===== config.mk =====
export PLATFORM = sky130hd
export DESIGN_NAME = cdcreq_host
export DESIGN_NICKNAME = d
export VERILOG_FILES = /design/src/logic/cdcreq_pkg.sv /design/src/logic/cdcreq_setup_tx.sv /design/src/logic/cdcreq_notif_rx.sv /design/src/logic/cdcreq_host.sv
export SDC_FILE = /design/constraint.sdc
export NUM_CORES = 1
export LEC_CHECK = 0
export BUFFER_PORTS_ARGS = -buffer_cell sky130_fd_sc_hd__buf_2
export CELL_PAD_IN_SITES_DETAIL_PLACEMENT = 1
export CELL_PAD_IN_SITES_GLOBAL_PLACEMENT = 1
export CORE_ASPECT_RATIO = 0.6
export CORE_MARGIN = 2
export CORE_UTILIZATION = 43
export CTS_CLUSTER_DIAMETER = 30
export CTS_CLUSTER_SIZE = 28
export DETAILED_ROUTE_END_ITERATION = 12
export PLACE_DENSITY = 0.73
export SLEW_MARGIN = 20
export SYNTH_ARGS = -nofsm -noshare
export SYNTH_HDL_FRONTEND = slang
export SYNTH_HIERARCHICAL = 1
export SYNTH_SLANG_ARGS = --single-unit

===== constraint.sdc =====
create_clock -name clk_sys_i -period 12.8 [get_ports clk_sys_i]
set_input_delay 2.56 -clock clk_sys_i [delete_from_list [all_inputs] [get_ports clk_sys_i]]
set_output_delay 2.56 -clock clk_sys_i [all_outputs]
set_load 0.05 [all_outputs]

===== src/logic/cdcreq_pkg.sv =====
package cdcreq_pkg;

   // ==========================================================
   // Request and notification codes
   localparam logic [7:0]  CR_TYPE_OUT     = 8'h21;
   localparam logic [7:0]  CR_TYPE_IN      = 8'hA1;
   localparam logic [7:0]  CR_REQ_SET_LC   = 8'h20;
   localparam logic [7:0]  CR_REQ_GET_LC   = 8'h21;
   localparam logic [7:0]  CR_REQ_SET_CTL  = 8'h22;
   localparam logic [7:0]  CR_REQ_BREAK    = 8'h23;
   localparam logic [7:0]  CR_NTF_NETWORK  = 8'h00;
   localparam logic [7:0]  CR_NTF_RESP     = 8'h01;
   localparam logic [7:0]  CR_NTF_SERIAL   = 8'h20;
   localparam logic [15:0] CR_ZERO16       = 16'h0000;
   localparam logic [15:0] CR_LC_LEN       = 16'h0007;
   localparam logic [15:0] CR_SSTATE_MASK  = 16'h007F;

   // ==========================================================
   // Line coding limits
   localparam logic [7:0]  CR_STOP_MAX     = 8'h02;
   localparam logic [7:0]  CR_PARITY_MAX   = 8'h04;
   localparam logic [7:0]  CR_BITS_MIN     = 8'h05;
   localparam logic [7:0]  CR_BITS_MAX     = 8'h08;

   // ==========================================================
   // Byte counts
   localparam logic [3:0]  CR_SETUP_BYTES  = 4'h8;
   localparam logic [3:0]  CR_LC_BYTES     = 4'h7;
   localparam logic [3:0]  CR_NTF_HDR_LAST = 4'h7;
   localparam logic [3:0]  CR_NTF_PAY_LO   = 4'h8;
   localparam logic [3:0]  CR_NTF_PAY_HI   = 4'h9;

   // ==========================================================
   // Register offsets
   localparam logic [11:0] CR_OFS_CMD      = 12'h000;
   localparam logic [11:0] CR_OFS_STATUS   = 12'h004;
   localparam logic [11:0] CR_OFS_LC_RATE  = 12'h008;
   localparam logic [11:0] CR_OFS_LC_FMT   = 12'h00C;
   localparam logic [11:0] CR_OFS_CTL_MAP  = 12'h010;
   localparam logic [11:0] CR_OFS_BRK_MS   = 12'h014;
   localparam logic [11:0] CR_OFS_SSTATE   = 12'h018;
   localparam logic [11:0] CR_OFS_IRQ_STAT = 12'h01C;
   localparam logic [11:0] CR_OFS_IRQ_MASK = 12'h020;
   localparam logic [11:0] CR_OFS_TXDATA   = 12'h024;
   localparam logic [11:0] CR_OFS_RXDATA   = 12'h028;

   // ==========================================================
   // Interrupt and control bit positions, reset values
   localparam int          CR_IRQ_W        = 5;
   localparam int          CR_IRQ_DONE     = 0;
   localparam int          CR_IRQ_SERIAL   = 1;
   localparam int          CR_IRQ_RESP     = 2;
   localparam int          CR_IRQ_BAD      = 3;
   localparam int          CR_IRQ_RXDATA   = 4;
   localparam int          CR_CTL_DTR_BIT  = 0;
   localparam int          CR_CTL_RTS_BIT  = 1;
   localparam logic [31:0] CR_RATE_RESET   = 32'h0001_C200;

   // ==========================================================
   // Types
   typedef enum logic [2:0] {
      CR_OP_NONE    = 3'b000,
      CR_OP_SET_LC  = 3'b001,
      CR_OP_GET_LC  = 3'b010,
      CR_OP_SET_CTL = 3'b011,
      CR_OP_BREAK   = 3'b100
   } cr_op_t;

   typedef enum logic [1:0] {
      CR_IDLE = 2'b00,
      CR_SEND = 2'b01,
      CR_WAIT = 2'b10
   } cr_state_t;

   typedef struct packed {
      logic [15:0] w_length;
      logic [15:0] w_index;
      logic [15:0] w_value;
      logic [7:0]  b_request;
      logic [7:0]  bm_type;
   } cr_setup_t;

   typedef struct packed {
      logic [7:0]  data_bits;
      logic [7:0]  parity;
      logic [7:0]  stop_bits;
      logic [31:0] rate;
   } cr_coding_t;

   localparam cr_coding_t CR_LC_RESET = '{data_bits: 8'h08, parity: 8'h00, stop_bits: 8'h00,
                                          rate: CR_RATE_RESET};

   // ==========================================================
   // Helpers
   function automatic logic cr_lc_valid(cr_coding_t lc);
      return (lc.stop_bits <= CR_STOP_MAX) && (lc.parity <= CR_PARITY_MAX) &&
             (lc.data_bits >= CR_BITS_MIN) && (lc.data_bits <= CR_BITS_MAX);
   endfunction : cr_lc_valid

   function automatic cr_setup_t cr_mk_setup(logic [7:0] t, logic [7:0] r, logic [15:0] v, logic [15:0] l);
      return '{w_length: l, w_index: CR_ZERO16, w_value: v, b_request: r, bm_type: t};
   endfunction : cr_mk_setup

endpackage : cdcreq_pkg


===== src/logic/cdcreq_setup_tx.sv =====
`timescale 1ns/10ps
module cdcreq_setup_tx import cdcreq_pkg::*; (
   input  wire logic       clk_sys_i,
   input  wire logic       rst_n,
   input  wire logic       start_i,
   input  wire cr_setup_t  setup_i,
   input  wire cr_coding_t coding_i,
   input  wire logic [3:0] dlen_i,
   output logic            valid_o,
   output logic [7:0]      data_o,
   output logic            stage_setup_o,
   output logic            last_o,
   input  wire logic       ready_i,
   output logic            done_o
);

   // ==========================================================
   // Byte serialiser, setup stage then optional data stage
   logic [119:0] sh_q;
   logic [3:0]   sent_q;
   logic [3:0]   total_q;
   logic         valid_q;
   logic         stg_q;
   logic         last_q;

   wire       xfer   = valid_q & ready_i;
   wire [3:0] sent_d = sent_q + 4'h1;

   always_ff @(posedge clk_sys_i or negedge rst_n) begin
      if (!rst_n) begin
         sh_q    <= '0;
         sent_q  <= '0;
         total_q <= '0;
         valid_q <= 1'b0;
         stg_q   <= 1'b0;
         last_q  <= 1'b0;
      end else if (start_i && !valid_q) begin
         sh_q    <= {coding_i, setup_i};
         sent_q  <= '0;
         total_q <= CR_SETUP_BYTES + dlen_i;
         valid_q <= 1'b1;
         stg_q   <= 1'b1;
         last_q  <= 1'b0;
      end else if (xfer) begin
         sh_q    <= {8'h00, sh_q[119:8]};
         sent_q  <= sent_d;
         valid_q <= ~last_q;
         stg_q   <= sent_d < CR_SETUP_BYTES;
         last_q  <= sent_d == (total_q - 4'h1);
      end
   end

   assign valid_o       = valid_q;
   assign data_o        = sh_q[7:0];
   assign stage_setup_o = stg_q;
   assign last_o        = last_q;
   assign done_o        = xfer & last_q;

endmodule : cdcreq_setup_tx


===== src/logic/cdcreq_notif_rx.sv =====
`timescale 1ns/10ps
module cdcreq_notif_rx import cdcreq_pkg::*; (
   input  wire logic       clk_sys_i,
   input  wire logic       rst_n,
   input  wire logic       valid_i,
   input  wire logic [7:0] data_i,
   input  wire logic       last_i,
   output logic            resp_o,
   output logic            serial_o,
   output logic [15:0]     map_o
);

   // ==========================================================
   // Notification parser
   logic [3:0]  cnt_q;
   logic [7:0]  type_q;
   logic [7:0]  req_q;
   logic [7:0]  lo_q;
   logic        resp_q;
   logic        ser_q;
   logic [15:0] map_q;

   wire is_in  = type_q == CR_TYPE_IN;
   wire hdr_end = valid_i & (cnt_q == CR_NTF_HDR_LAST);
   wire pay_end = valid_i & (cnt_q == CR_NTF_PAY_HI);

   always_ff @(posedge clk_sys_i or negedge rst_n) begin
      if (!rst_n) begin
         cnt_q  <= '0;
         type_q <= '0;
         req_q  <= '0;
         lo_q   <= '0;
         resp_q <= 1'b0;
         ser_q  <= 1'b0;
         map_q  <= '0;
      end else begin
         resp_q <= hdr_end & is_in & (req_q == CR_NTF_RESP);
         ser_q  <= pay_end & is_in & (req_q == CR_NTF_SERIAL);
         if (pay_end && is_in && req_q == CR_NTF_SERIAL) begin
            map_q <= {data_i, lo_q} & CR_SSTATE_MASK;
         end
         if (valid_i) begin
            cnt_q <= last_i ? 4'h0 : (cnt_q == 4'hF ? cnt_q : cnt_q + 4'h1);
            if (cnt_q == 4'h0) begin
               type_q <= data_i;
            end
            if (cnt_q == 4'h1) begin
               req_q <= data_i;
            end
            if (cnt_q == CR_NTF_PAY_LO) begin
               lo_q <= data_i;
            end
         end
      end
   end

   assign resp_o   = resp_q;
   assign serial_o = ser_q;
   assign map_o    = map_q;

endmodule : cdcreq_notif_rx


===== src/logic/cdcreq_host.sv =====
// The register addresses and the APB interface to the registers were left to the implementer.
`timescale 1ns/10ps
// Function
// - Rate: four bytes little-endian at offset zero
// - Offset four: stop bits 0,1,2
// - Offset six: data bits five to eight
// - Bitmap bit one drives RTS
// - Bitmap bit zero drives DTR
// - Peripheral sends serial state as A1
// - State bits six..four: overrun, parity, framing
// - State bit three ring, two break
// - State bit one DSR, zero DCD
// - Response available carries no payload
module cdcreq_host import cdcreq_pkg::*; (
   input  wire logic        clk_sys_i,
   input  wire logic        rstn_i,
   input  wire logic        psel_i,
   input  wire logic        penable_i,
   input  wire logic        pwrite_i,
   input  wire logic [11:0] paddr_i,
   input  wire logic [31:0] pwdata_i,
   output logic [31:0]      prdata_o,
   output logic             pready_o,
   output logic             pslverr_o,
   output logic             ctl_tx_valid_o,
   output logic [7:0]       ctl_tx_data_o,
   output logic             ctl_tx_setup_o,
   output logic             ctl_tx_last_o,
   input  wire logic        ctl_tx_ready_i,
   input  wire logic        ctl_rx_valid_i,
   input  wire logic [7:0]  ctl_rx_data_i,
   input  wire logic        ctl_done_i,
   input  wire logic        ntf_valid_i,
   input  wire logic [7:0]  ntf_data_i,
   input  wire logic        ntf_last_i,
   output logic             blk_tx_valid_o,
   output logic [7:0]       blk_tx_data_o,
   input  wire logic        blk_tx_ready_i,
   input  wire logic        blk_rx_valid_i,
   input  wire logic [7:0]  blk_rx_data_i,
   output logic             blk_rx_ready_o,
   output logic             irq_o
);

   // ==========================================================
   // Reset release
   logic rst_m_q;
   logic rst_n;

   always_ff @(posedge clk_sys_i or negedge rstn_i) begin
      if (!rstn_i) begin
         rst_m_q <= 1'b0;
         rst_n   <= 1'b0;
      end else begin
         rst_m_q <= 1'b1;
         rst_n   <= rst_m_q;
      end
   end

   // ==========================================================
   // State
   cr_state_t            st_q;
   cr_op_t               op_q;
   cr_setup_t            setup_q;
   logic [3:0]           dlen_q;
   logic                 go_q;
   cr_coding_t           lc_q;
   cr_coding_t           lc_rx_q;
   logic [3:0]           rxcnt_q;
   logic [1:0]           ctl_map_q;
   logic [15:0]          brk_ms_q;
   logic [15:0]          sstate_q;
   logic [CR_IRQ_W-1:0]  ist_q;
   logic [CR_IRQ_W-1:0]  imsk_q;
   logic                 irq_q;
   logic [31:0]          prdata_q;
   logic                 pready_q;
   logic                 pslverr_q;
   logic                 btx_v_q;
   logic [7:0]           btx_d_q;
   logic                 brx_full_q;
   logic [7:0]           brx_d_q;
   logic                 brx_rdy_q;
   logic                 tx_done;
   logic                 ntf_resp;
   logic                 ntf_ser;
   logic [15:0]          ntf_map;

   // ==========================================================
   // APB decode
   wire setup_ph = psel_i & ~penable_i;
   wire acc_done = psel_i & penable_i & pready_q;
   wire wr       = acc_done & pwrite_i;
   wire rd       = acc_done & ~pwrite_i;

   wire hit_cmd  = paddr_i == CR_OFS_CMD;
   wire hit_sts  = paddr_i == CR_OFS_STATUS;
   wire hit_rate = paddr_i == CR_OFS_LC_RATE;
   wire hit_fmt  = paddr_i == CR_OFS_LC_FMT;
   wire hit_ctl  = paddr_i == CR_OFS_CTL_MAP;
   wire hit_brk  = paddr_i == CR_OFS_BRK_MS;
   wire hit_ss   = paddr_i == CR_OFS_SSTATE;
   wire hit_ist  = paddr_i == CR_OFS_IRQ_STAT;
   wire hit_imk  = paddr_i == CR_OFS_IRQ_MASK;
   wire hit_tx   = paddr_i == CR_OFS_TXDATA;
   wire hit_rx   = paddr_i == CR_OFS_RXDATA;
   wire mapped   = hit_cmd | hit_sts | hit_rate | hit_fmt | hit_ctl | hit_brk | hit_ss |
                   hit_ist | hit_imk | hit_tx | hit_rx;
   wire busy     = st_q != CR_IDLE;

   wire [31:0] rd_mux =
      hit_cmd  ? {29'h0, op_q} :
      hit_sts  ? {27'h0, btx_v_q, brx_full_q, st_q, busy} :
      hit_rate ? lc_q.rate :
      hit_fmt  ? {8'h00, lc_q.data_bits, lc_q.parity, lc_q.stop_bits} :
      hit_ctl  ? {30'h0, ctl_map_q} :
      hit_brk  ? {16'h0000, brk_ms_q} :
      hit_ss   ? {16'h0000, sstate_q} :
      hit_ist  ? {27'h0, ist_q} :
      hit_imk  ? {27'h0, imsk_q} :
      hit_rx   ? {brx_full_q, 23'h0, brx_d_q} : 32'h0000_0000;

   always_ff @(posedge clk_sys_i or negedge rst_n) begin
      if (!rst_n) begin
         pready_q  <= 1'b0;
         pslverr_q <= 1'b0;
         prdata_q  <= '0;
      end else begin
         pready_q  <= setup_ph;
         pslverr_q <= setup_ph & ~mapped;
         prdata_q  <= setup_ph ? rd_mux : prdata_q;
      end
   end

   // ==========================================================
   // Command decode
   wire    cmd_wr = wr & hit_cmd & ~busy;
   cr_op_t op_w;
   assign  op_w = cr_op_t'(pwdata_i[2:0]);
   wire    op_ok  = (op_w == CR_OP_SET_LC) | (op_w == CR_OP_GET_LC) | (op_w == CR_OP_SET_CTL) |
                    (op_w == CR_OP_BREAK);
   wire    lc_ok  = cr_lc_valid(lc_q);
   wire    go     = cmd_wr & op_ok & ((op_w != CR_OP_SET_LC) | lc_ok);
   wire    bad    = cmd_wr & ~go;

   wire [15:0] ctl_val = {14'h0000, ctl_map_q};
   wire cr_setup_t setup_w =
      (op_w == CR_OP_SET_LC)  ? cr_mk_setup(CR_TYPE_OUT, CR_REQ_SET_LC, CR_ZERO16, CR_LC_LEN) :
      (op_w == CR_OP_GET_LC)  ? cr_mk_setup(CR_TYPE_IN, CR_REQ_GET_LC, CR_ZERO16, CR_LC_LEN) :
      (op_w == CR_OP_SET_CTL) ? cr_mk_setup(CR_TYPE_OUT, CR_REQ_SET_CTL, ctl_val, CR_ZERO16) :
                                cr_mk_setup(CR_TYPE_OUT, CR_REQ_BREAK, brk_ms_q, CR_ZERO16);

   // ==========================================================
   // Request sequencer
   wire rx_take = (st_q == CR_WAIT) & (op_q == CR_OP_GET_LC) & ctl_rx_valid_i & (rxcnt_q < CR_LC_BYTES);
   wire fin     = (st_q == CR_WAIT) & ctl_done_i;
   wire get_ok  = fin & (op_q == CR_OP_GET_LC) & (rxcnt_q == CR_LC_BYTES);
   wire get_bad = fin & (op_q == CR_OP_GET_LC) & ((rxcnt_q != CR_LC_BYTES) | ~cr_lc_valid(lc_rx_q));

   always_ff @(posedge clk_sys_i or negedge rst_n) begin
      if (!rst_n) begin
         st_q    <= CR_IDLE;
         op_q    <= CR_OP_NONE;
         setup_q <= '0;
         dlen_q  <= '0;
         go_q    <= 1'b0;
         rxcnt_q <= '0;
         lc_rx_q <= '0;
      end else begin
         go_q <= go;
         unique case (st_q)
            CR_IDLE: begin
               if (go) begin
                  st_q    <= CR_SEND;
                  op_q    <= op_w;
                  setup_q <= setup_w;
                  dlen_q  <= (op_w == CR_OP_SET_LC) ? CR_LC_BYTES : 4'h0;
                  rxcnt_q <= '0;
               end
            end
            CR_SEND: begin
               if (tx_done) begin
                  st_q <= CR_WAIT;
               end
            end
            CR_WAIT: begin
               if (rx_take) begin
                  lc_rx_q <= {ctl_rx_data_i, lc_rx_q[55:8]};
                  rxcnt_q <= rxcnt_q + 4'h1;
               end
               if (fin) begin
                  st_q <= CR_IDLE;
               end
            end
            default: st_q <= CR_IDLE;
         endcase
      end
   end

   cdcreq_setup_tx u_tx (
      .clk_sys_i     (clk_sys_i),
      .rst_n         (rst_n),
      .start_i       (go_q),
      .setup_i       (setup_q),
      .coding_i      (lc_q),
      .dlen_i        (dlen_q),
      .valid_o       (ctl_tx_valid_o),
      .data_o        (ctl_tx_data_o),
      .stage_setup_o (ctl_tx_setup_o),
      .last_o        (ctl_tx_last_o),
      .ready_i       (ctl_tx_ready_i),
      .done_o        (tx_done)
   );

   cdcreq_notif_rx u_ntf (
      .clk_sys_i (clk_sys_i),
      .rst_n     (rst_n),
      .valid_i   (ntf_valid_i),
      .data_i    (ntf_data_i),
      .last_i    (ntf_last_i),
      .resp_o    (ntf_resp),
      .serial_o  (ntf_ser),
      .map_o     (ntf_map)
   );

   // ==========================================================
   // Configuration registers
   always_ff @(posedge clk_sys_i or negedge rst_n) begin
      if (!rst_n) begin
         lc_q      <= CR_LC_RESET;
         ctl_map_q <= '0;
         brk_ms_q  <= '0;
         sstate_q  <= '0;
         imsk_q    <= '0;
      end else begin
         if (get_ok && cr_lc_valid(lc_rx_q)) begin
            lc_q <= lc_rx_q;
         end else if (wr && hit_rate) begin
            lc_q.rate <= pwdata_i;
         end else if (wr && hit_fmt) begin
            lc_q.stop_bits <= pwdata_i[7:0];
            lc_q.parity    <= pwdata_i[15:8];
            lc_q.data_bits <= pwdata_i[23:16];
         end
         if (wr && hit_ctl) begin
            ctl_map_q[CR_CTL_RTS_BIT] <= pwdata_i[CR_CTL_RTS_BIT];
            ctl_map_q[CR_CTL_DTR_BIT] <= pwdata_i[CR_CTL_DTR_BIT];
         end
         if (wr && hit_brk) begin
            brk_ms_q <= pwdata_i[15:0];
         end
         if (ntf_ser) begin
            sstate_q <= ntf_map;
         end
         if (wr && hit_imk) begin
            imsk_q <= pwdata_i[CR_IRQ_W-1:0];
         end
      end
   end

   // ==========================================================
   // Serial data both ways
   wire brx_take = blk_rx_valid_i & brx_rdy_q;
   wire brx_pop  = rd & hit_rx & brx_full_q;
   wire brx_full_d = brx_take | (brx_full_q & ~brx_pop);

   always_ff @(posedge clk_sys_i or negedge rst_n) begin
      if (!rst_n) begin
         btx_v_q    <= 1'b0;
         btx_d_q    <= '0;
         brx_full_q <= 1'b0;
         brx_d_q    <= '0;
         brx_rdy_q  <= 1'b0;
      end else begin
         if (wr && hit_tx && !btx_v_q) begin
            btx_v_q <= 1'b1;
            btx_d_q <= pwdata_i[7:0];
         end else if (btx_v_q && blk_tx_ready_i) begin
            btx_v_q <= 1'b0;
         end
         if (brx_take) begin
            brx_d_q <= blk_rx_data_i;
         end
         brx_full_q <= brx_full_d;
         brx_rdy_q  <= ~brx_full_d;
      end
   end

   // ==========================================================
   // Interrupts
   logic [CR_IRQ_W-1:0] ev;
   always_comb begin
      ev                = '0;
      ev[CR_IRQ_DONE]   = fin;
      ev[CR_IRQ_SERIAL] = ntf_ser;
      ev[CR_IRQ_RESP]   = ntf_resp;
      ev[CR_IRQ_BAD]    = bad | get_bad;
      ev[CR_IRQ_RXDATA] = brx_take;
   end
   wire [CR_IRQ_W-1:0] w1c   = (wr & hit_ist) ? pwdata_i[CR_IRQ_W-1:0] : '0;
   wire [CR_IRQ_W-1:0] ist_d = (ist_q & ~w1c) | ev;

   always_ff @(posedge clk_sys_i or negedge rst_n) begin
      if (!rst_n) begin
         ist_q <= '0;
         irq_q <= 1'b0;
      end else begin
         ist_q <= ist_d;
         irq_q <= |(ist_d & imsk_q);
      end
   end

   assign prdata_o       = prdata_q;
   assign pready_o       = pready_q;
   assign pslverr_o      = pslverr_q;
   assign blk_tx_valid_o = btx_v_q;
   assign blk_tx_data_o  = btx_d_q;
   assign blk_rx_ready_o = brx_rdy_q;
   assign irq_o          = irq_q;
endmodule : cdcreq_host


== Word level (Yosys, flattened, before mapping) ==
Index checks and enable logic that the tools add are counted.
Storage, ports and cells
  flip-flop bits (word level): 448
  bits of input ports: 80
  word-level logic and storage cells: 237
  output and inout bits: 56
Cells by class
  order comparisons: 10
  mux-type cells: 40
  reductions and logical operators: 39
  bitwise gates (word level): 61
  add/sub/neg operators: 5
  equality and inequality tests: 35
Operator list (number)
  $mux W32: 12
  $mux W120: 2
  $mux W51: 2
  $mux W56: 1
  $eq A12 B5 Y1 const B: 4
  $mux W24: 2
  $eq A12 B6 Y1 const B: 3
  $and A1 B1 Y1: 31
  $eq A12 B4 Y1 const B: 2
  $mux W4: 6
  $logic_and A1 B1 Y1: 18
  $or A1 B1 Y1: 17
  $ge A8 B3 Y1 const B: 2
  $le A8 B2 Y1 const B: 2
  $le A8 B3 Y1 const B: 2
  $le A8 B4 Y1 const B: 2
  $reduce_and A2 Y1: 7
  $add A4 B1 Y4 const B: 3
  $eq A12 B3 Y1 const B: 1
  $eq A4 B4 Y1 const B: 3
  $logic_not A12 Y1: 1
  $ne A2 B2 Y1 const B: 6
  $reduce_bool A2 Y1: 6
  $and A5 B5 Y5: 2
  31 further kinds: 53

== Longest topological paths before layout ==
Gate-level depths: netlist (run 1).
  depth in word-level cells: 13
  mapped depth: 10
  mapped depth without buffers: 7

== By module ==
The synthesis (run 1) kept the hierarchy.
Modules (own cells, without submodules)
  cdcreq_host: cells each 1102, sequential area each 6112.1 µm², area an instance 10981.8 µm², instances 1
  cdcreq_setup_tx: cells each 565, sequential area each 3278.1 µm², area an instance 5924.4 µm², instances 1
  cdcreq_notif_rx: cells each 112, sequential area each 900.9 µm², area an instance 1570.3 µm², instances 1

== Worst setup path before layout (run 1) ==
No wires, ideal clock.
  kind: input-to-reg
  start point: input paddr_i[1]
  end point: register brk_ms_q[10]
  path buffers: 3
  data required time: 12.675 ns
  setup time: 0.125 ns
  arrival time: 4.279 ns
  stages on the path: 7
  setup slack: 8.396 ns
  cells stage by stage: or2_1 > buf_6 > or3_1 > clkbuf_1 > nor3_4 > buf_2 > mux2_2
Between the ends
  cells in the longest elaborated chain, start to end: 2
RTL lines
  start: declaration: RTL line cdcreq_host.sv:20  | input wire logic [11:0] paddr_i,
  $eq A12 B5 Y1: RTL line cdcreq_host.sv:101  | wire hit_brk = paddr_i == CR_OFS_BRK_MS;
  $logic_and A1 B1 Y1: RTL line cdcreq_host.sv:249  | if (wr && hit_brk) begin
  end signal: assignment: RTL line cdcreq_host.sv:250  | brk_ms_q <= pwdata_i[15:0];
  end: declaration: RTL line cdcreq_host.sv:71  | logic [15:0] brk_ms_q;
No other way between the ends.
A chain may end at the register's enable or synchronous reset.

== Final worst setup path (run 1) ==
  start point: input paddr_i[2]
  end point: register irq_q (netlist: irq_o)
Between the ends
  cells in the longest elaborated chain, start to end: 11
  elaborated cells between the ends (all ways): 16
  classes of those cells: 1 x eq/ne; 1 x mux; 12 x bitwise; 2 x reduce/logical
RTL lines
  $logic_not A12 Y1: RTL line cdcreq_host.sv:96  | wire hit_cmd = paddr_i == CR_OFS_CMD;
  $and A1 B1 Y1 (2 in a row): RTL line cdcreq_host.sv:137  | wire cmd_wr = wr & hit_cmd & ~busy;
  $and A1 B1 Y1 (2 in a row): RTL line cdcreq_host.sv:143  | wire go = cmd_wr & op_ok & ((op_w != CR_OP_SET_LC) | lc_ok);
  $not A1 Y1: RTL line cdcreq_host.sv:144  | wire bad = cmd_wr & ~go;
  $and A1 B1 Y1: RTL line cdcreq_host.sv:144
  $or A1 B1 Y1: RTL line cdcreq_host.sv:297  | ev[CR_IRQ_BAD] = bad | get_bad;
  $or A5 B5 Y5 (*): RTL line cdcreq_host.sv:301  | wire [CR_IRQ_W-1:0] ist_d = (ist_q & ~w1c) | ev;
  via ist_d[3]: RTL line cdcreq_host.sv:301
  $and A5 B5 Y5 (*): RTL line cdcreq_host.sv:309  | irq_q <= |(ist_d & imsk_q);
  $reduce_or A5 Y1 (*): RTL line cdcreq_host.sv:309
  end signal: assignment: RTL line cdcreq_host.sv:309
  end: declaration: RTL line cdcreq_host.sv:75  | logic irq_q;
Mark *: on every way through the listed nets, which the timed path passes. The rest lies on a longest branch.

==> impl_results.md, run 1 <==
* Proportion of layout cells with a drive suffix above 1 at about 20%
* Worst Reg-to-Reg Cells at 7
* Combinational share of power at 9.8%
* Total routing usage reported by global routing at 27.32%
* Count of hold buffers inserted by post-cts repair at 0
* Number of cells on the worst hold path at 0
* WP data required at between 10000 and 15000 ps
* Count of synthesis-stage warnings from yosys at 6
* Cell types with the highest counts after synthesis: sky130_fd_sc_hd__nand2_1, sky130_fd_sc_hd__dfrtp_1, sky130_fd_sc_hd__o21ai_0
* Ratio of total power to cell area at 176.5 nW/um^2
* Post-route DRC at 0
* IO Port Bufs at 135
* Clk Tree Root Cell: sky130_fd_sc_hd__clkbuf_16
* Outcome: finished clean
* # setup viols final at 0
* Tot Pwr at 3.903 mW
* Critical Path End Type: flip-flop
* CP Launch Type: primary input
* H-Tree Depth at 3
* Mean cell area of the mapped netlist at 10.39 um^2
* TritonCTS clock tree: built
* Nets at around 2000
* Proportion of total power due to net switching at between 20% and 30%
* Initial Util at 43.82%
* Number of synthesized flops with an enable pin at 0
* Share of the synthesized area in the top cell type at between 50 and 60%
* Vias in the first global route at 15240
* Peak ir drop on the vdd network at 95.93 uV
* Worst slew slack as a fraction of its limit at around a third
* Share of flip-flops with an asynchronous set or reset after synthesis at 100.0%
* Setup TNS Final at 0 ps
* Area of the die at 44700 um^2
* Clock transition at path regs at 50 ps
* Core box area at roughly 42000 um^2
* Static power due to leakage at between 10 and 15 nW
* Overall overflow remaining after global route at 0
* Leading area contributor after synthesis: sky130_fd_sc_hd__dfrtp_1
* HPWL Detailed at 40420 um
* Die height at 164.6 um
* Endpoints failing hold at 0
* TritonCTS Buffers at 74
* Final worst path period share at 41.73%
* Worst Path Arrival at 5800 ps
* Clock sink count at 411
* Internal power of the cells at 2.888 mW
* Buffers inserted by post-CTS timing repair at 0
* Number of detailed-route iterations in the first pass at 5
* Mapped Cells at 1779
* Largest net degree at the start of global routing at 164
* Via density per instance at 5.685
* Highest net fanout along the worst path at 37
* Most common cell in the synthesized netlist: sky130_fd_sc_hd__nand2_1
* Number of standard-cell rows in the floorplan at 58
* Slew @ Worst Pin at 1013 ps
* Initial DRC Count at 1280
* X dimension of the die at 271.6 um
* Path class of the lowest-slack min-delay path: reg2reg
* Cell Count, Final, Fillers Out at 2558
* Final period demand of the worst path at between 5000 and 6000 ps
* Clock network latency to the later pin of the worst-skew pair at 590 ps
* Final routed wire length divided by cell count at roughly 23 um
* Top cells by area, synth: sky130_fd_sc_hd__dfrtp_1, sky130_fd_sc_hd__nand2_1, sky130_fd_sc_hd__mux2i_1, sky130_fd_sc_hd__mux2_2, sky130_fd_sc_hd__o21ai_0
* Total number of vias at 14540
* Critical setup path kind: in2reg
* P_sw at 1.015 mW
* Global-route wire length before repair at 92800 um
* Cell Count Post-Placement at 2423
* Synth Register Bits at approximately 410
* Layout Area Growth over Synthesis at 19.71%
* Total of max-cap violations at 0
* Leading register cell type out of synthesis: sky130_fd_sc_hd__dfrtp_1
* Clk network pwr share at 52.2%
* RSZ-0062 raised after global routing: no
* Post-Route Skew at approximately 22 ps
* Antenna-violating nets left at 0
* Worst hold slack across all endpoints at 345.8 ps
* Synthesized area at 18480 um^2
* Final count of pins violating max slew at 0
* Design Area, Final at ~22000 um^2
* Placer Congestion at 0.9166
* Number of distinct standard cells referenced by the synthesized netlist at 73
* Cells resized by post-CTS repair at 0
* Sequential share of power at 38.0%
* Number of inserted filler cells in the final layout at roughly 4600
* Fmax at 187.2 MHz
* Share of synthesized area occupied by flip-flops and latches at 55.70%
* Number of ports placed on the die boundary at between 100 and 150
* Max Root-Sink Buffers at 3
* Cell area after placement at roughly 20000 um^2
* Antenna violations before repair at 1
* Overall routed net length at 59960 um
==> cell type report <==
cell class	instances	area [um^2]	area share, %
Multi-Input combinational cell	1262	7595	34.34
Sequential cell	411	10290	46.54
Inverter	28	105.1	0.4752
Timing Repair Buffer	152	823.3	3.722
Tap cell	570	713.2	3.224
Clock inverter	41	538.0	2.432
Clock buffer	93	2047	9.254
Antenna cell	1	2.502	0.01131
==> worst max-delay path: stages <==
cell                      delay (ps)
sky130_fd_sc_hd__buf_2           630
sky130_fd_sc_hd__nand2_1         410
sky130_fd_sc_hd__or3_4           520
sky130_fd_sc_hd__o41ai_1         680
sky130_fd_sc_hd__o21ai_0         400
sky130_fd_sc_hd__a21o_1          300
sky130_fd_sc_hd__a221o_1         300
==> power by group through the flow <==
stage	sequential, mW	combinational [mW]	clock, mW
after detailed placement	1.50	0.381	0
after CTS	1.48	0.386	2.07
after floorplan	1.51	0.273	0
final	1.48	0.382	2.04
after global placement	1.50	0.368	0
after global routing	1.50	0.421	2.13
==> sequential cells by signal, indices dropped and copies added, names as in the netlist, 2 cells and up <==
register / cells
brx_d_q: 8
u_tx/sh_q: 120
u_ntf/cnt_q: 4
ctl_map_q: 2
st_q: 2
brk_ms_q: 16
op_q: 3
sstate_q: 16
lc_rx_q: 56
blk_tx_data_o: 8
prdata_o: 32
u_ntf/lo_q: 7
u_tx/total_q: 4
setup_q: 21
lc_q: 56
u_ntf/type_q: 8
imsk_q: 5
rxcnt_q: 4
u_ntf/map_o: 7
u_tx/sent_q: 4
ist_q: 5
u_ntf/req_q: 8
==> layer usage <==
metal / vias up / track usage [%] / wire length (um)
li1: 6464 / - / -
met1: 7500 / 39.57 / 28240
met2: 483 / 39.95 / 25740
met3: 92 / 7.822 / 4683
met4: 2 / 7.018 / 1153
met5: - / 2.412 / 148
==> kinds of logic after synthesis <==
| group | count (synthesis) | synth area share, % |
|---|---|---|
| other | 3 | 0.06094 |
| muxes | 210 | 11.95 |
| buffers and inverters | 153 | 4.314 |
| and+or+nand+nor | 610 | 14.44 |
| DFF | 411 | 55.70 |
| xor gates and xnor gates | 8 | 0.3792 |
| adders and majority gates | 6 | 0.4063 |
| AOI/OAI and AO/OA | 378 | 12.76 |
==> layout by cell type, fill, tap and decap left out, drive strengths merged, types with 5 or more instances in the layout <==
cell / n
nor4b: 5
a221oi: 13
nor3: 17
a21o: 6
nor2: 40
clkbuf: 93
nor4: 12
clkinv: 17
o22ai: 6
a22oi: 48
conb: 50
buf: 152
and3: 6
o21ai: 169
o211ai: 11
or3: 5
a22o: 34
ha: 6
a21oi: 55
clkinvlp: 6
nor2b: 9
dfrtp: 406
nand3: 11
nand2b: 12
a31oi: 6
bufinv: 10
nand4: 9
mux2i: 126
dfstp: 5
nand2: 467
inv: 36
mux2: 84
==> worst paths after layout <==
kind                                         start                  endpoint  slack [ps]
min reg2reg                      rst_m_q$_DFF_PN0_           rst_n$_DFF_PN0_         350
min in group asynchronous          rst_n$_DFF_PN0_  u_tx/sh_q[6]$_DFFE_PN0P_         370
max in group asynchronous          rst_n$_DFF_PN0_     dlen_q[1]$_DFFE_PN0P_       10350
max                                     paddr_i[2]           irq_o$_DFF_PN0_        7460
max reg2reg                lc_rx_q[38]$_DFFE_PN0P_      lc_q[27]$_DFFE_PN0P_        9720
min                              rst_m_q$_DFF_PN0_           rst_n$_DFF_PN0_         350
==> per-stage QoR <==
step                setup WS [ps]  utilization, %
detailed placement           6930           46.31
floorplan                   505.4               -
CTS                          7549           52.44
global route                 7442           52.45
finish                       7459           52.46
global placement             6866           46.31
(Power assumes the default switching activity.)
==> run 2: changes to the inputs <==
--- a/config.mk
+++ b/config.mk
@@ -5,16 +5,17 @@
 export SDC_FILE = /design/constraint.sdc
 export NUM_CORES = 1
 export LEC_CHECK = 0
+export ABC_AREA = 1
 export BUFFER_PORTS_ARGS = -buffer_cell sky130_fd_sc_hd__buf_2
 export CELL_PAD_IN_SITES_DETAIL_PLACEMENT = 1
 export CELL_PAD_IN_SITES_GLOBAL_PLACEMENT = 1
 export CORE_ASPECT_RATIO = 0.6
 export CORE_MARGIN = 2
-export CORE_UTILIZATION = 43
+export CORE_UTILIZATION = 45
 export CTS_CLUSTER_DIAMETER = 30
 export CTS_CLUSTER_SIZE = 28
 export DETAILED_ROUTE_END_ITERATION = 12
-export PLACE_DENSITY = 0.73
+export PLACE_DENSITY = 0.75
 export SLEW_MARGIN = 20
 export SYNTH_ARGS = -nofsm -noshare
 export SYNTH_HDL_FRONTEND = slang
==> constraint.sdc (replaced) <==
create_clock -name clk_sys_i -period 5.55 [get_ports clk_sys_i]
set_input_delay 1.11 -clock clk_sys_i [delete_from_list [all_inputs] [get_ports clk_sys_i]]
set_output_delay 1.11 -clock clk_sys_i [all_outputs]
set_load 0.05 [all_outputs]
==> impl_results.md, run 2 <==
* Global-route wire length before repair at 96950 um
* Final count of pins violating max slew at 0
* Initial Util at 45.92%
* Clk Tree Root Cell: sky130_fd_sc_hd__clkbuf_16
* Static power due to leakage at 11.21 nW
* Clock sink count at between 400 and 500
* Final routed wire length divided by cell count at 21.00 um
* Count of synthesis-stage warnings from yosys at 6
* Max Root-Sink Buffers at 3
* Total length of routed met3 wires at 4273 um
* Critical setup path kind: in2reg
* Worst Reg-to-Reg Cells at 7
* Total of max-cap violations at 0
* Area of the die at 43260 um^2
* Overall overflow remaining after global route at 0
* Fmax at ~300 MHz
* Proportion of layout cells with a drive suffix above 1 at 14.50%
* Worst R2R Setup Slack at 2300 ps
* Most common cell in the synthesized netlist: sky130_fd_sc_hd__nand2_1
* Antenna violations before repair at 3
* Endpoints failing hold at 0
* IO Port Bufs at 135
* Routed met1 length at ~30000 um
* Clock transition at path regs at approximately 50 ps
* HPWL Detailed at between 40000 and 50000 um
* Slew @ Worst Pin at 1053 ps
* Critical Path End Type: flip-flop
* Leading register cell type out of synthesis: sky130_fd_sc_hd__dfrtp_1
* X dimension of the die at 267.2 um
* Cell Count, Final, Fillers Out at 2954
* Highest-count cells in the layout ignoring fill and taps: sky130_fd_sc_hd__nand2_1, sky130_fd_sc_hd__dfrtp_1, sky130_fd_sc_hd__o21ai_0
* Number of inserted filler cells in the final layout at between 4000 and 5000
* Via density per instance at 5.433
* Max reg flops at 120
* TritonCTS Buffers at 70
* Worst flop-to-flop path startpoint: lc_rx_q[48]$_DFFE_PN0P_
* Outcome: finished clean
* Share of synthesized area occupied by flip-flops and latches at between 50% and 60%
* Number of standard-cell rows in the floorplan at 57
* H-Tree Depth at 3
* Vias in the first global route at 16660
* Initial DRC Count at between 1500 and 2000
* Mapped Cells at 2185
* Leading area contributor after synthesis: sky130_fd_sc_hd__dfrtp_1
* Cell area after placement at 19790 um^2
* Biggest registers after layout: u_tx/sh_q: 120 flops, lc_q: 56 flops, lc_rx_q: 56 flops
* Number of detailed-route iterations in the first pass at 5
* TritonCTS clock tree: built
* Area taken by multi-input logic gates at 6933 um^2
* Die height at 161.9 um
* Worst Path Arrival at 3730 ps
* Path class of the lowest-slack min-delay path: reg2async
* Placer Congestion at 0.9065
* Post-Route Skew at 17.28 ps
* Worst slew slack as a fraction of its limit at 29.57%
* Core box area at 40720 um^2
* Synth Register Bits at 411
* Highest net fanout along the worst path at 17
* Final period demand of the worst path at about 3300 ps
* Clock network latency to the later pin of the worst-skew pair at 590 ps
* Synthesized area at 18700 um^2
* Peak ir drop on the vdd network at 177.6 uV
* Number of ports placed on the die boundary at roughly 140
* Layout Area Growth over Synthesis at 18.82%
* Area taken by flip-flops and latches at 10290 um^2
* Overall routed net length at ~62000 um
* Leading cell type in the layout, fill and taps excluded: sky130_fd_sc_hd__nand2_1
* Ratio of total power to cell area at 354.5 nW/um^2
* Largest net degree at the start of global routing at 175
* Mean cell area of the mapped netlist at 8.559 um^2
* # setup viols final at 0
* Total number of vias at approximately 16000
* Number of synthesized flops with an enable pin at 0
* Setup TNS Final at 0 ps
* Final worst path period share at 59.62%
* Cells resized by post-CTS repair at 0
* Share of flip-flops with an asynchronous set or reset after synthesis at 100.0%
* Top metal layer carrying routed signals: met5
* Design Area, Final at 22220 um^2
* Total routing usage reported by global routing at 29.50%
* Count of hold buffers inserted by post-cts repair at 0
* Reg-to-reg endpoint: lc_q[36]$_DFFE_PN0P_
* Buffers inserted by post-CTS timing repair at 0
* Nets at roughly 2400
* Cell types with the highest counts after synthesis: sky130_fd_sc_hd__nand2_1, sky130_fd_sc_hd__dfrtp_1, sky130_fd_sc_hd__o21ai_0
* Cell Count Post-Placement at 2825
* Register name with the most flops: u_tx/sh_q
* Top cells by area, synth: sky130_fd_sc_hd__dfrtp_1, sky130_fd_sc_hd__nand2_1, sky130_fd_sc_hd__o21ai_0, sky130_fd_sc_hd__inv_1, sky130_fd_sc_hd__nand3_1
* RSZ-0062 raised after global routing: no
* Routed length on met2 at ~27000 um
* WP data required at 5970 ps
* Post-layout utilization of the core at a little over half
* CP Launch Type: primary input
* Post-route DRC at 0
* Share of the synthesized area in the top cell type at 54.33%
* Number of distinct standard cells referenced by the synthesized netlist at 50
* Antenna-violating nets left at 0
==> run 2: critical path, stage by stage <==
cell	delay [ps]
sky130_fd_sc_hd__buf_2	110
sky130_fd_sc_hd__nor2_1	210
sky130_fd_sc_hd__nand3_1	220
sky130_fd_sc_hd__nor2_2	200
sky130_fd_sc_hd__nand2_1	180
sky130_fd_sc_hd__inv_1	450
sky130_fd_sc_hd__nand2_1	160
sky130_fd_sc_hd__nand2_1	500
sky130_fd_sc_hd__inv_1	330
sky130_fd_sc_hd__nand2_1	130
sky130_fd_sc_hd__o31ai_1	120
==> run 2: metal layers <==
metal  GRT usage (%)  vias to the layer above
met1           44.53                     8098
met2           43.18                      450
met3           6.367                       93
met4           7.150                        4
met5               0                        -
li1                -                     7403
==> run 2: layout make-up <==
type / count / area share (%)
Tap cell: 560 / 3.153
Clock buffer: 88 / 8.790
Inverter: 281 / 4.792
Sequential cell: 411 / 46.33
Timing Repair Buffer: 148 / 3.593
Multi-Input combinational cell: 1425 / 31.20
Clock inverter: 40 / 2.128
Antenna cell: 1 / 0.01126
==> run 2: worst max-delay path by stage <==
| stage | cells after the start | to | from |
|---|---|---|---|
| 2_1_floorplan | 0 | blk_rx_ready_o$_DFF_PN0_ | rst_n$_DFF_PN0_ |
| 3_3_place_gp | 11 | setup_q[5]$_DFFE_PN0P_ | pwdata_i[2] |
| 3_5_place_dp | 12 | lc_q[20]$_DFFE_PN0P_ | paddr_i[7] |
| 4_1_cts | 12 | lc_q[20]$_DFFE_PN0P_ | paddr_i[7] |
| 5_1_grt | 12 | lc_q[20]$_DFFE_PN0P_ | paddr_i[7] |
| 6_report | 11 | lc_q[36]$_DFFE_PN0P_ | paddr_i[7] |
==> run 2: kinds of logic after synthesis <==
group,synth area share [%]
fa+ha+maj,0.4014
buf+inv,8.865
simple gates,18.24
mux,1.164
other cells,0.06021
xor+xnor,0.09369
compound gates,16.14
flops,55.03
==> run 2: per-stage QoR <==
step / hold WS, ps / setup WS, ps / total power, mW
after detailed placement: 189.5 / 1744 / 3.482
after CTS: 192.8 / 2288 / 7.939
after floorplan: 331.2 / 1519 / 3.351
after global routing: 204.6 / 2046 / 8.129
after global placement: 185.3 / 1863 / 3.464
final: 184.2 / 2241 / 7.877
==> run 2: where the power goes <==
group	total, mW	internal, mW	switching (mW)
Clock	4.44	2.88	1.56
Sequential	3.13	3.08	0.0518
Combinational	0.306	0.0822	0.224
Total	7.88	6.04	1.83
==> run 3: changes to the inputs <==
==> constraint.sdc (replaced) <==
create_clock -name clk_sys_i -period 3.3 [get_ports clk_sys_i]
set_input_delay 0.66 -clock clk_sys_i [delete_from_list [all_inputs] [get_ports clk_sys_i]]
set_output_delay 0.66 -clock clk_sys_i [all_outputs]
set_load 0.05 [all_outputs]
==> impl_results.md, run 3 (same netlist as run 2, synthesis figures left out) <==
* Via density per instance at roughly 5.5
* Top Family by Delay on Critical Path: simple AND/OR/NAND/NOR gates
* Antenna-violating nets left at 0
* HPWL Detailed at 44620 um
* Global-route wire length before repair at 99560 um
* Overall overflow remaining after global route at 0
* Worst slew slack as a fraction of its limit at 32.45%
* Area taken by flip-flops and latches at 10290 um^2
* Final period demand of the worst path at around 2500 ps
* Clock transition at path regs at 50 ps
* Peak ir drop on the vdd network at roughly 360 uV
* Clock sink count at 411
* Endpoints failing hold at 0
* Largest net degree at the start of global routing at around 160
* Post-Route Skew at about 23 ps
* Design Area, Final at 22440 um^2
* Largest stage delay on the critical path at approximately 350 ps
* Proportion of layout cells with a drive suffix above 1 at 15.13%
* Final routed wire length divided by cell count at 21.45 um
* Number of ports placed on the die boundary at 136
* Tot Pwr at 13.44 mW
* Layout Area Growth over Synthesis at 20.01%
* Max Root-Sink Buffers at 3
* Critical setup path kind: in2reg
* Biggest registers after layout: u_tx/sh_q: 120 flops, lc_q: 56 flops, lc_rx_q: 56 flops
* Nets at 2442
* Final worst path period share at 75.57%
* X dimension of the die at 267.2 um
* Core box area at 40720 um^2
* Worst Setup Slack post-DPL at ~380 ps
* Max reg flops at 120
* Internal power of the cells at around 10 mW
* Ratio of total power to cell area at 598.7 nW/um^2
* TritonCTS clock tree: built
* Number of inserted filler cells in the final layout at 4843
* Proportion of total power due to net switching at between 20% and 30%
* Total routing usage reported by global routing at between 30% and 40%
* CP dominant cell by count: sky130_fd_sc_hd__nand2_1
* Final WS setup at 806.3 ps
* Post-route DRC at 0
* H-Tree Depth at 3
* Critical Path End Type: flip-flop
* CP Buf/Inv Count at 4
* Total number of vias at 16370
* Number of standard-cell rows in the floorplan at 57
* Total of max-cap violations at 0
* IO Port Bufs at 135
* Start point of the worst hold path: blk_tx_ready_i
* Die height at 161.9 um
* Cell area after placement at 19950 um^2
* Number of detailed-route iterations in the first pass at 5
* Outcome: finished clean
* Clock network latency to the later pin of the worst-skew pair at 590 ps
* Ordered cell list for the critical path: buf_2 > inv_2 > nor2_1 > nand2_1 > nand2_1 > inv_1 > nand2_1 > nor2_1 > nor2_1 > nand2_1 > buf_4 > nand2_1 > o21ai_0
* Leading cell type in the layout, fill and taps excluded: sky130_fd_sc_hd__nand2_1
* Launch point of the critical path: pwdata_i[0]
* Overall routed net length at roughly 64000 um
* Vias in the first global route at 17190
* Area taken by multi-input logic gates at 6930 um^2
* P_sw at 3.157 mW
* Placer Congestion at 0.9159
* Register name with the most flops: u_tx/sh_q
* TritonCTS Buffers at 71
* Area of the die at 43260 um^2
* Worst flop-to-flop path startpoint: lc_q[38]$_DFFE_PN0P_
* RSZ-0062 raised after global routing: no
* WP data required at 3780 ps
* Static power due to leakage at 11.33 nW
* Sequential share of power at between 30% and 40%
* Slew @ Worst Pin at between 1000 and 1500 ps
* Combinational share of power at between 3 and 4%
* Path class of the lowest-slack min-delay path: in2reg
* Final count of pins violating max slew at 0
* Highest net fanout along the worst path at 26
* Initial DRC Count at 1507
* Antenna violations before repair at 1
* Worst Path Arrival at 2980 ps
* CP Launch Type: primary input
* Initial Util at between 40% and 50%
* Worst hold slack across all endpoints at 268.4 ps
* Crit path max-delay cell type: sky130_fd_sc_hd__buf_4
* Fmax at between 400 and 500 MHz
* Antenna Diode Count at 0
* # setup viols final at 0
* Highest-count cells in the layout ignoring fill and taps: sky130_fd_sc_hd__nand2_1, sky130_fd_sc_hd__dfrtp_1, sky130_fd_sc_hd__o21ai_0
* Clk network pwr share at between 50% and 60%
* Clk Tree Root Cell: sky130_fd_sc_hd__clkbuf_16
[run 3: changes by cell type in the layout (fill, tap and decap cells not counted), moves of 2 or more]
| cell | before | now |
|---|---|---|
| sky130_fd_sc_hd__buf_4 | 11 | 25 |
| sky130_fd_sc_hd__inv_6 | 8 | 4 |
| sky130_fd_sc_hd__clkinvlp_4 | 8 | 10 |
| sky130_fd_sc_hd__buf_12 | 2 | 5 |
[run 3: layout make-up]
| type | count | area share (%) |
|---|---|---|
| Multi-Input combinational cell | 1425 | 30.88 |
| Clock buffer | 87 | 8.737 |
| Inverter | 281 | 4.734 |
| Sequential cell | 411 | 45.87 |
| Clock inverter | 42 | 2.314 |
| Timing Repair Buffer | 166 | 4.338 |
| Tap cell | 560 | 3.122 |
[run 3: final timing paths]
check,slack [ps],depth (start not counted),to
min in group asynchronous,390,2,rst_n$_DFF_PN0_
worst min register to register,350,0,rst_n$_DFF_PN0_
worst min-delay path,270,2,blk_tx_valid_o$_DFFE_PN0P_
max in group asynchronous,2010,1,ist_q[2]$_DFF_PN0_
worst max-delay path,810,13,setup_q[7]$_DFFE_PN0P_
worst max register to register,840,11,setup_q[7]$_DFFE_PN0P_
[run 3: repair_timing]
action / 4_1_cts / 5_1_grt
setup endpoints to repair: 0 / 0
buffers inserted: 0 / 0
hold endpoints to repair: 2 / 0
hold buffers: 1 / 0
resized for setup: 0 / 0
[run 3: worst register-to-register path, stage by stage (launching register included)]
cell	delay, ps
sky130_fd_sc_hd__dfrtp_1	470
sky130_fd_sc_hd__inv_1	160
sky130_fd_sc_hd__nand2_1	120
sky130_fd_sc_hd__nor3_1	170
sky130_fd_sc_hd__nand4_1	140
sky130_fd_sc_hd__nor2_1	120
sky130_fd_sc_hd__nand2_1	90
sky130_fd_sc_hd__nand2_1	200
sky130_fd_sc_hd__nand2_1	310
sky130_fd_sc_hd__buf_4	330
sky130_fd_sc_hd__nand2_1	100
sky130_fd_sc_hd__o21ai_0	100
[run 3: power by group through the flow]
stage	Clock, mW	Combinational, mW	Sequential (mW)
finish	7.65	0.518	5.27
global route	7.97	0.587	5.28
CTS	7.75	0.519	5.26
detailed placement	0	0.512	5.35
global placement	0	0.496	5.34
floorplan	0	0.238	5.40
[run 3: metal layers]
layer | GRT usage (%) | part of all wire [%]
met5 | 0 | 0
met4 | 7.303 | 1.9
met3 | 8.702 | 8.5
met2 | 44.65 | 43
met1 | 43.90 | 47
[run 3: per-stage QoR]
stage	std cells	TNS (ps)	util, %
3_3_place_gp	2842	0	48.99
6_report	2972	0	55.11
3_5_place_dp	2842	0	48.99
4_1_cts	2972	0	55.11
2_1_floorplan	2232	-295390	-
5_1_grt	2972	0	55.11
